==> src/design/pdcs_consts.svh <==
// Purpose : Offsets, fields, reset values and timing for the control space
// Assumes : Included by the design module and the bench
// Notes   : Definitions only
`ifndef PDCS_CONSTS_SVH
`define PDCS_CONSTS_SVH

// ****************************************************************
// Register offsets
// ****************************************************************
`define PDCS_OFS_STATUS     4'h0
`define PDCS_OFS_HOLD       4'h1
`define PDCS_OFS_CTRL       4'h2

// ****************************************************************
// Fields and reset values
// ****************************************************************
`define PDCS_MEMEN_BIT      1
`define PDCS_HOLD_SIG       8'h59
`define PDCS_TURN_W         3
`define PDCS_TURN_RST       3'h0

// ****************************************************************
// Idle bits per turnaround code
// ****************************************************************
`define PDCS_IDLE_C0        8'h80
`define PDCS_IDLE_C1        8'h40
`define PDCS_IDLE_C2        8'h20
`define PDCS_IDLE_C3        8'h10
`define PDCS_IDLE_C4        8'h08
`define PDCS_IDLE_C5        8'h04
`define PDCS_IDLE_C6        8'h02
`define PDCS_IDLE_C7        8'h02

// ****************************************************************
// Instruction codes on the user port
// ****************************************************************
`define PDCS_OP_LOAD        2'h1
`define PDCS_OP_STORE       2'h2
`define PDCS_OP_KEY         2'h3

`endif

==> src/design/pdcs_pkg.sv <==
// Purpose : Types for the control and status space
// Assumes : pdcs_consts.svh defines the numbers
// Notes   : Types only
package pdcs_pkg;

  // ****************************************************************
  // Access request from the instruction decoder
  // ****************************************************************
  typedef struct packed {
    logic [1:0] op;
    logic [3:0] addr;
    logic [7:0] wdata;
  } pdcs_req_t;

  // ****************************************************************
  // Direction state of the link
  // ****************************************************************
  typedef enum logic [1:0] {
    PDCS_RX    = 2'b00,
    PDCS_GUARD = 2'b01,
    PDCS_TX    = 2'b10
  } pdcs_dir_t;

endpackage

==> src/design/pdcs_regs.sv <==
// Purpose : Control and status space of the program and debug link
// Assumes : Decoder hands single-byte direct accesses on the user port
// Notes   : Link clock sampled through two flops, edges found locally
//
// Notes on behaviour
// - Space reached only by control load/store
// - Status bits 7:2 and 0 read zero
// - Key success sets memory enable flag
// - Writing status clears memory enable flag
// - Writing 0x59 to hold register resets core
// - Reset holds until another value written
// - Hold read gives state in bit zero
// - Turnaround field picks idle bits rx-to-tx
// - Reset value gives 128 idle bits
// - Decode 128 down to 2, 11x is 2
// - No guard time from tx to rx
// - Direct, single-byte, address in instruction
// - Pointer register never used here
// - Key reception with key_ok set sets memory enable flag
`timescale 1ns/1ps
`include "pdcs_consts.svh"

module pdcs_regs
  import pdcs_pkg::*;
(
  // Clock and reset
  input  wire logic      clk,
  input  wire logic      rstn,
  // Link clock pin
  input  wire logic      link_clk,
  // Access from the instruction decoder
  input  wire logic      req_valid,
  input  wire pdcs_req_t req,
  input  wire logic      key_ok,
  output logic [7:0]     rdata,
  output logic           rdata_valid,
  // Direction change requests
  input  wire logic      want_tx,
  input  wire logic      want_rx,
  // Results
  output logic           tx_enable,
  output logic           guard_busy,
  output logic           mem_enable,
  output logic           core_reset
);

  // ****************************************************************
  // Link clock sampling
  // ****************************************************************
  logic link_s1_q, link_s2_q, link_s3_q;
  logic bit_tick;

  // Two-flop synchroniser plus edge history
  always_ff @(posedge clk or negedge rstn) begin
    if (!rstn) begin
      link_s1_q <= 1'b0;
      link_s2_q <= 1'b0;
      link_s3_q <= 1'b0;
    end else begin
      link_s1_q <= link_clk;
      link_s2_q <= link_s1_q;
      link_s3_q <= link_s2_q;
    end
  end

  // One bit time per rising link edge
  assign bit_tick = link_s2_q & ~link_s3_q;

  // ****************************************************************
  // Register file
  // ****************************************************************
  logic                   memen_q, memen_d;
  logic                   hold_q, hold_d;
  logic [`PDCS_TURN_W-1:0] turn_q, turn_d;
  logic [7:0]             rdata_q, rdata_d;
  logic                   rvalid_q, rvalid_d;
  logic                   is_load, is_store;

  // Only the dedicated load and store reach the space
  assign is_load  = req_valid && (req.op == `PDCS_OP_LOAD);
  assign is_store = req_valid && (req.op == `PDCS_OP_STORE);

  // Next values of the registers
  always_comb begin
    memen_d  = memen_q;
    hold_d   = hold_q;
    turn_d   = turn_q;
    rdata_d  = rdata_q;
    rvalid_d = is_load;
    // Address comes from the instruction, no pointer used
    if (is_store) begin
      unique case (req.addr)
        `PDCS_OFS_STATUS: memen_d = 1'b0;
        `PDCS_OFS_HOLD:   hold_d  = (req.wdata == `PDCS_HOLD_SIG);
        `PDCS_OFS_CTRL:   turn_d  = req.wdata[`PDCS_TURN_W-1:0];
        default:          ;
      endcase
    end
    // Key success wins over a clear in the same cycle
    if (req_valid && req.op == `PDCS_OP_KEY && key_ok) begin
      memen_d = 1'b1;
    end
    if (is_load) begin
      unique case (req.addr)
        `PDCS_OFS_STATUS: rdata_d = {6'h00, memen_q, 1'b0};
        `PDCS_OFS_HOLD:   rdata_d = {7'h00, hold_q};
        `PDCS_OFS_CTRL:   rdata_d = {5'h00, turn_q};
        default:          rdata_d = 8'h00;
      endcase
    end
  end

  // Register storage
  always_ff @(posedge clk or negedge rstn) begin
    if (!rstn) begin
      memen_q  <= 1'b0;
      hold_q   <= 1'b0;
      turn_q   <= `PDCS_TURN_RST;
      rdata_q  <= 8'h00;
      rvalid_q <= 1'b0;
    end else begin
      memen_q  <= memen_d;
      hold_q   <= hold_d;
      turn_q   <= turn_d;
      rdata_q  <= rdata_d;
      rvalid_q <= rvalid_d;
    end
  end

  assign rdata       = rdata_q;
  assign rdata_valid = rvalid_q;
  assign mem_enable  = memen_q;
  assign core_reset  = hold_q;

  // ****************************************************************
  // Turnaround guard
  // ****************************************************************
  pdcs_dir_t  dir_q, dir_d;
  logic [7:0] guard_q, guard_d;
  logic [7:0] guard_len;

  // Idle-bit count from the field
  always_comb begin
    unique case (turn_q)
      3'h0: guard_len = `PDCS_IDLE_C0;
      3'h1: guard_len = `PDCS_IDLE_C1;
      3'h2: guard_len = `PDCS_IDLE_C2;
      3'h3: guard_len = `PDCS_IDLE_C3;
      3'h4: guard_len = `PDCS_IDLE_C4;
      3'h5: guard_len = `PDCS_IDLE_C5;
      3'h6: guard_len = `PDCS_IDLE_C6;
      3'h7: guard_len = `PDCS_IDLE_C7;
    endcase
  end

  // Direction sequencing
  always_comb begin
    dir_d   = dir_q;
    guard_d = guard_q;
    unique case (dir_q)
      PDCS_RX: begin
        if (want_tx) begin
          dir_d   = PDCS_GUARD;
          guard_d = guard_len;
        end
      end
      PDCS_GUARD: begin
        if (bit_tick) begin
          guard_d = guard_q - 8'h01;
          if (guard_q == 8'h01) begin
            dir_d = PDCS_TX;
          end
        end
      end
      PDCS_TX: begin
        if (want_rx) begin
          dir_d = PDCS_RX;
        end
      end
      default: dir_d = PDCS_RX;
    endcase
  end

  // Direction storage
  always_ff @(posedge clk or negedge rstn) begin
    if (!rstn) begin
      dir_q   <= PDCS_RX;
      guard_q <= 8'h00;
    end else begin
      dir_q   <= dir_d;
      guard_q <= guard_d;
    end
  end

  assign tx_enable  = (dir_q == PDCS_TX);
  assign guard_busy = (dir_q == PDCS_GUARD);

  // ****************************************************************
  // Checks
  // ****************************************************************
  property p_status_read;
    @(posedge clk) disable iff (!rstn)
      is_load && req.addr == `PDCS_OFS_STATUS |=> rdata == {6'h00, $past(memen_q), 1'b0};
  endproperty
  a_status_read: assert property (p_status_read) else $error("status read wrong");

  property p_key_sets;
    @(posedge clk) disable iff (!rstn)
      req_valid && req.op == `PDCS_OP_KEY && key_ok |=> mem_enable;
  endproperty
  a_key_sets: assert property (p_key_sets) else $error("key did not set flag");

  property p_status_clear;
    @(posedge clk) disable iff (!rstn)
      is_store && req.addr == `PDCS_OFS_STATUS && !(req.op == `PDCS_OP_KEY) |=> !mem_enable;
  endproperty
  a_status_clear: assert property (p_status_clear) else $error("flag not cleared");

  property p_hold_sig;
    @(posedge clk) disable iff (!rstn)
      is_store && req.addr == `PDCS_OFS_HOLD |=>
        core_reset == ($past(req.wdata) == `PDCS_HOLD_SIG);
  endproperty
  a_hold_sig: assert property (p_hold_sig) else $error("hold compare wrong");

  property p_hold_keep;
    @(posedge clk) disable iff (!rstn)
      !(is_store && req.addr == `PDCS_OFS_HOLD) |=> core_reset == $past(core_reset);
  endproperty
  a_hold_keep: assert property (p_hold_keep) else $error("hold changed unasked");

  property p_hold_read;
    @(posedge clk) disable iff (!rstn)
      is_load && req.addr == `PDCS_OFS_HOLD |=> rdata == {7'h00, $past(hold_q)};
  endproperty
  a_hold_read: assert property (p_hold_read) else $error("hold read wrong");

  property p_guard_load;
    @(posedge clk) disable iff (!rstn)
      dir_q == PDCS_RX && want_tx && turn_q == 3'h7 |=> guard_q == `PDCS_IDLE_C7 && guard_busy;
  endproperty
  a_guard_load: assert property (p_guard_load) else $error("guard count wrong");

  property p_no_tx_guard;
    @(posedge clk) disable iff (!rstn)
      tx_enable && want_rx |=> !tx_enable && !guard_busy;
  endproperty
  a_no_tx_guard: assert property (p_no_tx_guard) else $error("guard on tx to rx");

  property p_rsvd_zero;
    @(posedge clk) disable iff (!rstn)
      is_load && req.addr > `PDCS_OFS_CTRL |=> rdata == 8'h00;
  endproperty
  a_rsvd_zero: assert property (p_rsvd_zero) else $error("reserved not zero");

  property p_rsvd_store;
    @(posedge clk) disable iff (!rstn)
      is_store && req.addr > `PDCS_OFS_CTRL |=>
        $stable(memen_q) && $stable(hold_q) && $stable(turn_q);
  endproperty
  a_rsvd_store: assert property (p_rsvd_store) else $error("reserved write landed");

  property p_load_valid;
    @(posedge clk) disable iff (!rstn)
      is_load |=> rdata_valid;
  endproperty
  a_load_valid: assert property (p_load_valid) else $error("load not answered");

  property p_no_valid;
    @(posedge clk) disable iff (!rstn)
      !is_load |=> !rdata_valid;
  endproperty
  a_no_valid: assert property (p_no_valid) else $error("answer without load");

  property p_ctrl_write;
    @(posedge clk) disable iff (!rstn)
      is_store && req.addr == `PDCS_OFS_CTRL |=>
        {5'h00, turn_q} == ($past(req.wdata) & 8'h07);
  endproperty
  a_ctrl_write: assert property (p_ctrl_write) else $error("control write lost");

  property p_ctrl_read;
    @(posedge clk) disable iff (!rstn)
      is_load && req.addr == `PDCS_OFS_CTRL |=> rdata == {5'h00, $past(turn_q)};
  endproperty
  a_ctrl_read: assert property (p_ctrl_read) else $error("control read wrong");

  property p_guard_wait;
    @(posedge clk) disable iff (!rstn)
      guard_busy && !bit_tick |=> guard_busy && $stable(guard_q);
  endproperty
  a_guard_wait: assert property (p_guard_wait) else $error("guard moved without bit");

  property p_guard_end;
    @(posedge clk) disable iff (!rstn)
      guard_busy && bit_tick && guard_q == 8'h01 |=> tx_enable;
  endproperty
  a_guard_end: assert property (p_guard_end) else $error("guard did not end");

  property p_guard_max;
    @(posedge clk) disable iff (!rstn)
      dir_q == PDCS_RX && want_tx && turn_q == 3'h0 |=> guard_q == `PDCS_IDLE_C0;
  endproperty
  a_guard_max: assert property (p_guard_max) else $error("default guard wrong");

  c_key:   cover property (@(posedge clk) disable iff (!rstn) $rose(mem_enable));
  c_hold:  cover property (@(posedge clk) disable iff (!rstn) $rose(core_reset));
  c_guard: cover property (@(posedge clk) disable iff (!rstn) guard_busy ##1 tx_enable);
  c_clear: cover property (@(posedge clk) disable iff (!rstn) $fell(mem_enable));
  c_back:  cover property (@(posedge clk) disable iff (!rstn) $fell(tx_enable));

endmodule

==> config.mk <==
export PLATFORM = sky130hd
export DESIGN_NAME = pdcs_regs
export DESIGN_NICKNAME = d
export VERILOG_FILES = /design/src/design/pdcs_pkg.sv /design/src/design/pdcs_regs.sv
export VERILOG_INCLUDE_DIRS = /design/src /design/src/design
export SDC_FILE = /design/constraint.sdc
export NUM_CORES = 1
export LEC_CHECK = 0
export ABC_AREA = 1
export BUFFER_PORTS_ARGS = -buffer_cell sky130_fd_sc_hd__buf_2
export CAP_MARGIN = 40
export CORE_ASPECT_RATIO = 1.4
export CORE_MARGIN = 4
export CORE_UTILIZATION = 52
export DETAILED_ROUTE_END_ITERATION = 7
export PLACE_DENSITY = 0.9
export SYNTH_ARGS = -nofsm -noshare
export SYNTH_HDL_FRONTEND = slang
export SYNTH_SLANG_ARGS = --single-unit
==> constraint.sdc <==
create_clock -name clk -period 1.3 [get_ports clk]
set_input_delay 0.13 -clock clk [delete_from_list [all_inputs] [get_ports clk]]
set_output_delay 0.13 -clock clk [all_outputs]
set_load 0.05 [all_outputs]
==> results.md, run 1 <==
* Status: finished, final reports clean
* Worst path required time at 1.17 ns
* FMAX at 0.777 GHz
* Post-synth top flop: dfrtp_1
* Worst reg2reg endpoint: guard_q[5]
* Post-Synthesis Cells at 165
* DR vias/cell at 4.96
* Final wirelength at 2740 um
* HPWL after DPL at 2100 um
* Share of post-route cells with drive strength above 1 at 32.7%
* Worst-case clock buffer depth at 2
* Synth async-reset ratio at 100%
* Min-Delay Path Class: in2reg
* First-pass GRT wire length at 4660 um
* Placed cell count at 228
* Fill cell count at 185
* Max-slew violation count at 0
* Critical path peak fanout at 4
* # IOs at 34
* Synth cell types at 31
* Wirelength per Cell at 11.5 um
* Post-Synth Simple-Gate Area at 31.0%
* Nature of the critical path startpoint: flip-flop
* Final hold vios at 0
* Slowest cell delay on critical path at 0.42 ns
* Antenna diodes at 0
* CP startpoint: dir_q[1]
* Vias in the first global route at 1,127
* Compound-Gate Fraction of Synth Area at 11.8%
* CP arrival at 1.16 ns
* Crit end category: output port
* Critical path depth in cells at 4
* Slowest CP cell: dfrtp_1
* GRT overflow at 0
* Post-synth EDFFs at 0
* DIE HEIGHT at 67.1 um
* First-iteration detailed-routing DRC count at 22
* Lkg Pwr at 0.843 nW
* Initial Utilization at 54.3%
* Xor and xnor area share after synthesis at 0%
* Adder-Cell Fraction of Synth Area at 1.93%
* Initial antenna violation count at 0
* Tcrit/Tclk final at 99.0%
* Maximum VDD drop at 1.19 mV
* Reg area at 552 um2
* CTS Root Cell: clkbuf_4
* DRC viols at 0
* H-Tree Depth at 1
* Critical path class: reg2out
* Via count at 1,185
* Final clock skew at 0.0115 ns
* Reg2Reg Depth at 8
* Final setup fails at 0
* CTS buffer count at 3
* Pwr/cell area at 2060 nW/um2
* Area Growth Syn to Fin at 26.8%
* CP delay by family, top: flip-flops
* CTS tree: built
* Seq/Total Area, Yosys at 42.4%
* Cells along the critical path: inv_2, nand2_4, inv_8, buf_8
* Max cap viols at 0
* Post-synthesis average cell area at 7.87 um2
* Site Rows at 21
* Post-synthesis mux area share at 0%
* Die Width at 50.2 um
* Min Clock Period, post-route at 1.29 ns
* Yosys warns at 0
* Nets@finish at 229
* Worst Setup EP: guard_busy
* Mapped cell area at 1300 um2
* Worst reg2reg startpoint: dir_q[0]
* Die Area at 3370 um2
* Core Area at 2390 um2
* Commonest non-fill, non-tap cell in the layout: nand2_1
* Yosys reg bits at 22
* CTS clk-pin slew, worst paths at 0.13 ns
* Critical path buffers and inverters at 3
* Clock network latency to the later pin of the worst-skew pair at 0.31 ns
* Commonest non-fill, non-tap cells in the layout: nand2_1, buf_2, inv_1, dfrtp_1, nor2_1
* Remaining antenna violation count after routing at 0
* Overall Global Routing Usage at 18.1%
* Largest net degree at the start of global routing at 23
* R2R setup slack at 0.07 ns
* Clk sinks at 22
* Largest family of logic cells by synthesized area: simple AND/OR/NAND/NOR gates
* Total negative slack at 0 ns
* Pre-Repair DR Iteration Count at 4
* Min Hold Slack at 0.0697 ns
* RSZ-0062 raised after global routing: true
* Area of the multi-input gates at 634 um2
* Final Non-Filler Cells at 239
* Final Wtd Congestion at 0.834
* Buffers added on ports at 28
## where the power goes
group | leakage [nW] | switching [mW] | internal [mW]
logic | 0.554 | 1.11 | 0.746
clock network | 0.0279 | 0.204 | 0.312
registers | 0.261 | 0.165 | 0.855
## synthesized netlist by cell type, drive strengths merged, types with 2 or more instances
library cell  count  area share (%)
nand4             2            0.96
ha                2             1.9
buf               6             4.4
nor3              7             3.1
o31ai             2             1.2
inv              25             7.8
nand3            17             6.9
nor2             23             7.8
dfrtp            22              42
nand2            34              12
o21ai            12             5.8
a21oi             5             2.2
o22ai             3             1.4
## timing repair
item                                    4_1_cts  5_1_grt
buffers inserted                              2        2
gates resized for setup                       5       14
endpoints found under the hold margin        23        1
hold buffers                                  2        1
endpoints found under the setup margin        3       10
## state kept, by name, summed over array words and instances, names as in the netlist
name,flops
guard_q,8
turn_q,3
dir_q,2
core_reset,1
rdata_valid,1
rdata,3
link_s1_q,1
mem_enable,1
link_s3_q,1
link_s2_q,1
## final cells by class
cell class | instances | share of cell area, %
Clock buffer | 3 | 1.37
Timing Repair Buffer | 39 | 15.7
Inverter | 25 | 6.46
Sequential cell | 22 | 33.5
Tap cell | 34 | 2.58
Multi-Input combinational cell | 115 | 38.5
Clock inverter | 1 | 1.82
## worst min path at each step
stage | startpoint | end | cells past startpoint | slack, ns
floorplan | rstn | core_reset | 0 | -0.17
CTS | req[13] | rdata_valid | 2 | 0.009
finish | req[2] | turn_q[2] | 3 | 0.07
global placement | rstn | guard_q[1] | 1 | 0.12
global route | key_ok | mem_enable | 3 | 0.06
detailed placement | rstn | guard_q[1] | 1 | 0.13
## per-stage QoR
stage               util [%]  setup slack (ns)  cell area [um2]  total power [mW]
floorplan                  -            0.0129             1320              2.26
global placement        61.4            0.0473             1470              2.55
detailed placement      61.4            0.0282             1470              2.58
CTS                     66.2           0.00487             1580              3.27
global route            68.9           -0.0559             1650              3.66
finish                  68.9            0.0124             1650              3.39
## cell families (layout without fill, tap and decap cells)
group | count (synthesis) | in the layout
simple gates | 84 | 84
other cells | 1 | 5
compound gates | 24 | 24
buf+inv | 32 | 68
flops | 22 | 22
fa+ha+maj | 2 | 2
## worst reg2reg max path: stages, from the launching register on
cell     delay (ns)
dfrtp_2        0.44
inv_2          0.06
nand2_2        0.10
nor2_4         0.05
nor2_2         0.11
nand2_4        0.09
inv_6          0.13
nor2_1         0.06
a21oi_1        0.11
## metal layers
layer / vias to the layer above / global-route usage (%) / wire (um)
met5: - / 0 / 0
met4: 0 / 9.69 / 95
met3: 6 / 1.99 / 133
met2: 37 / 33.7 / 1440
met1: 539 / 20.0 / 1070
li1: 603 / - / -
No activity file was read; power rests on OpenSTA's default activity.
==> run 2: changes to the inputs <==
Settings changed: CORE_UTILIZATION 52 to 51, PLACE_DENSITY 0.9 to 0.88.
==> results.md, run 2 (synthesized netlist as in run 1, its figures left out) <==
* Final hold vios at 0
* Sequential share of power at 30.2%
* Slowest cell delay on critical path at 0.43 ns
* FMAX at 0.767 GHz
* Largest net degree at the start of global routing at 23
* Worst Hold Launch: req[13]
* Wirelength per Cell at 11.8 um
* Worst reg2reg startpoint: guard_q[0]
* Final wirelength at 2830 um
* Max-slew violation count at 0
* Max FFs per register at 8
* CP arrival at 1.17 ns
* Share of post-route cells with drive strength above 1 at 32.7%
* Gate power share at 54.2%
* CP delay by family, top: flip-flops
* Commonest non-fill, non-tap cell in the layout: nand2_1
* GRT overflow at 0
* CP startpoint: dir_q[1]
* Die Width at 50.7 um
* First-pass GRT wire length at 4920 um
* Worst-Margin Slew at 0.502 ns
* DRC viols at 0
* Final clock skew at 0.00457 ns
* Initial Utilization at 53.7%
* Area Growth Syn to Fin at 24.7%
* Nature of the critical path startpoint: flip-flop
* Cells along the critical path: inv_2, nand2_4, inv_8, buf_8
* HPWL after DPL at 2140 um
* Clock network latency to the later pin of the worst-skew pair at 0.31 ns
* Final setup margin at -0.00344 ns
* Worst slew margin at 66.5%
* Antenna diodes at 0
* Worst path required time at 1.17 ns
* CTS tree: built
* Min Hold Slack at 0.00872 ns
* Tcrit/Tclk final at 100%
* Die Area at 3430 um2
* Pwr/cell area at 2090 nW/um2
* Clk sinks at 22
* Clk pwr share at 15.7%
* Buffers added on ports at 28
* Status: complete, but fails checks
* CTS clk-pin slew, worst paths at 0.13 ns
* Min-Delay Path Class: in2reg
* Total negative slack at -0.00344 ns
* Slowest CP cell: dfrtp_1
* Final Wtd Congestion at 0.849
* Nets@finish at 229
* First-iteration detailed-routing DRC count at 33
* Final setup fails at 1
* CTS Root Cell: clkbuf_4
* Lkg Pwr at 0.838 nW
* CTS buffer count at 3
* Overall Global Routing Usage at 18.7%
* Vias in the first global route at 1,185
* Sw frac at 44.3%
* Placed cell area at 1470 um2
* Max cap viols at 0
* Worst-case clock buffer depth at 2
* Design area at 1620 um2
* Int Pwr at 1.88 mW
* Pre-Repair DR Iteration Count at 4
* H-Tree Depth at 1
* # IOs at 34
* DIE HEIGHT at 67.7 um
* Critical path class: reg2out
* RSZ-0062 raised after global routing: true
* Via count at 1,193
* Commonest non-fill, non-tap cells in the layout: nand2_1, buf_2, dfrtp_1
* DR vias/cell at 4.99
* Critical path peak fanout at 5
* Switch Pwr at 1.50 mW
* Failing checks: setup timing
* Maximum VDD drop at 1.34 mV
* Initial antenna violation count at 0
* Site Rows at 21
* Critical path buffers and inverters at 3
* Remaining antenna violation count after routing at 0
* Min Clock Period, post-route at 1.30 ns
* Crit end category: output port
* Core Area at 2420 um2
* Largest Register: guard_q
## run 2: cell types whose count changed in the layout (fill, tap and decap cells not counted), sizes merged
cell	previous run	this run
dlygate4sd3	3	2
buf	36	37
## run 2: per-stage QoR
step	util (%)	std cells	worst slack, ns	power [mW]
floorplan	-	169	0.0129	2.26
global placement	60.7	228	0.0396	2.56
detailed placement	60.7	228	0.0267	2.59
CTS	65.0	236	0.00631	3.21
global route	67.0	239	-0.0601	3.64
finish	67.0	239	-0.00344	3.38
## run 2: worst reg2reg max path: cells and delay by family, from the launching register on
kind,cells,cell delay (ns)
buf+inv,2,0.23
flops,1,0.44
compound gates,2,0.31
simple gates,2,0.20
## run 2: routing by layer
layer,share of wire [%],track usage (%),up-vias
met5,0,0,-
met3,5.8,3.09,4
li1,-,-,600
met2,54,35.5,44
met1,40,21.1,545
met4,0.95,6.06,0
## run 2: final cells by class
type / count / area, um2
Clock buffer: 3 / 22.5
Clock inverter: 1 / 30.0
Fill cell: 213 / 798
Inverter: 25 / 106
Multi-Input combinational cell: 115 / 626
Sequential cell: 22 / 552
Tap cell: 34 / 42.5
Timing Repair Buffer: 39 / 240
## run 2: path summary, 6_finish.rpt
| kind | endpoint | slack, ns | cells after the start |
|---|---|---|---|
| setup / recovery | guard_busy | -0.003 | 4 |
| setup reg to reg | guard_q[7] | 0.08 | 6 |
| hold / removal | rdata_valid | 0.009 | 2 |
| hold reg to reg | link_s2_q | 0.36 | 0 |
| max in group asynchronous | dir_q[0] | 0.65 | 2 |
| min in group asynchronous | dir_q[0] | 0.30 | 2 |
## run 2: timing repair
item	CTS	global route
endpoints found under the setup margin	1	12
hold buffers	2	0
endpoints found under the hold margin	23	0
pin swaps	0	1
gates resized for setup	4	12
setup buffers	2	3
## run 2: power by group through the flow
stage / sequential, mW / clock (mW) / combinational [mW]
global route: 1.04 / 0.565 / 2.03
floorplan: 1.05 / 0 / 1.22
detailed placement: 1.02 / 0 / 1.57
finish: 1.02 / 0.529 / 1.83
global placement: 1.01 / 0 / 1.55
CTS: 1.01 / 0.536 / 1.66
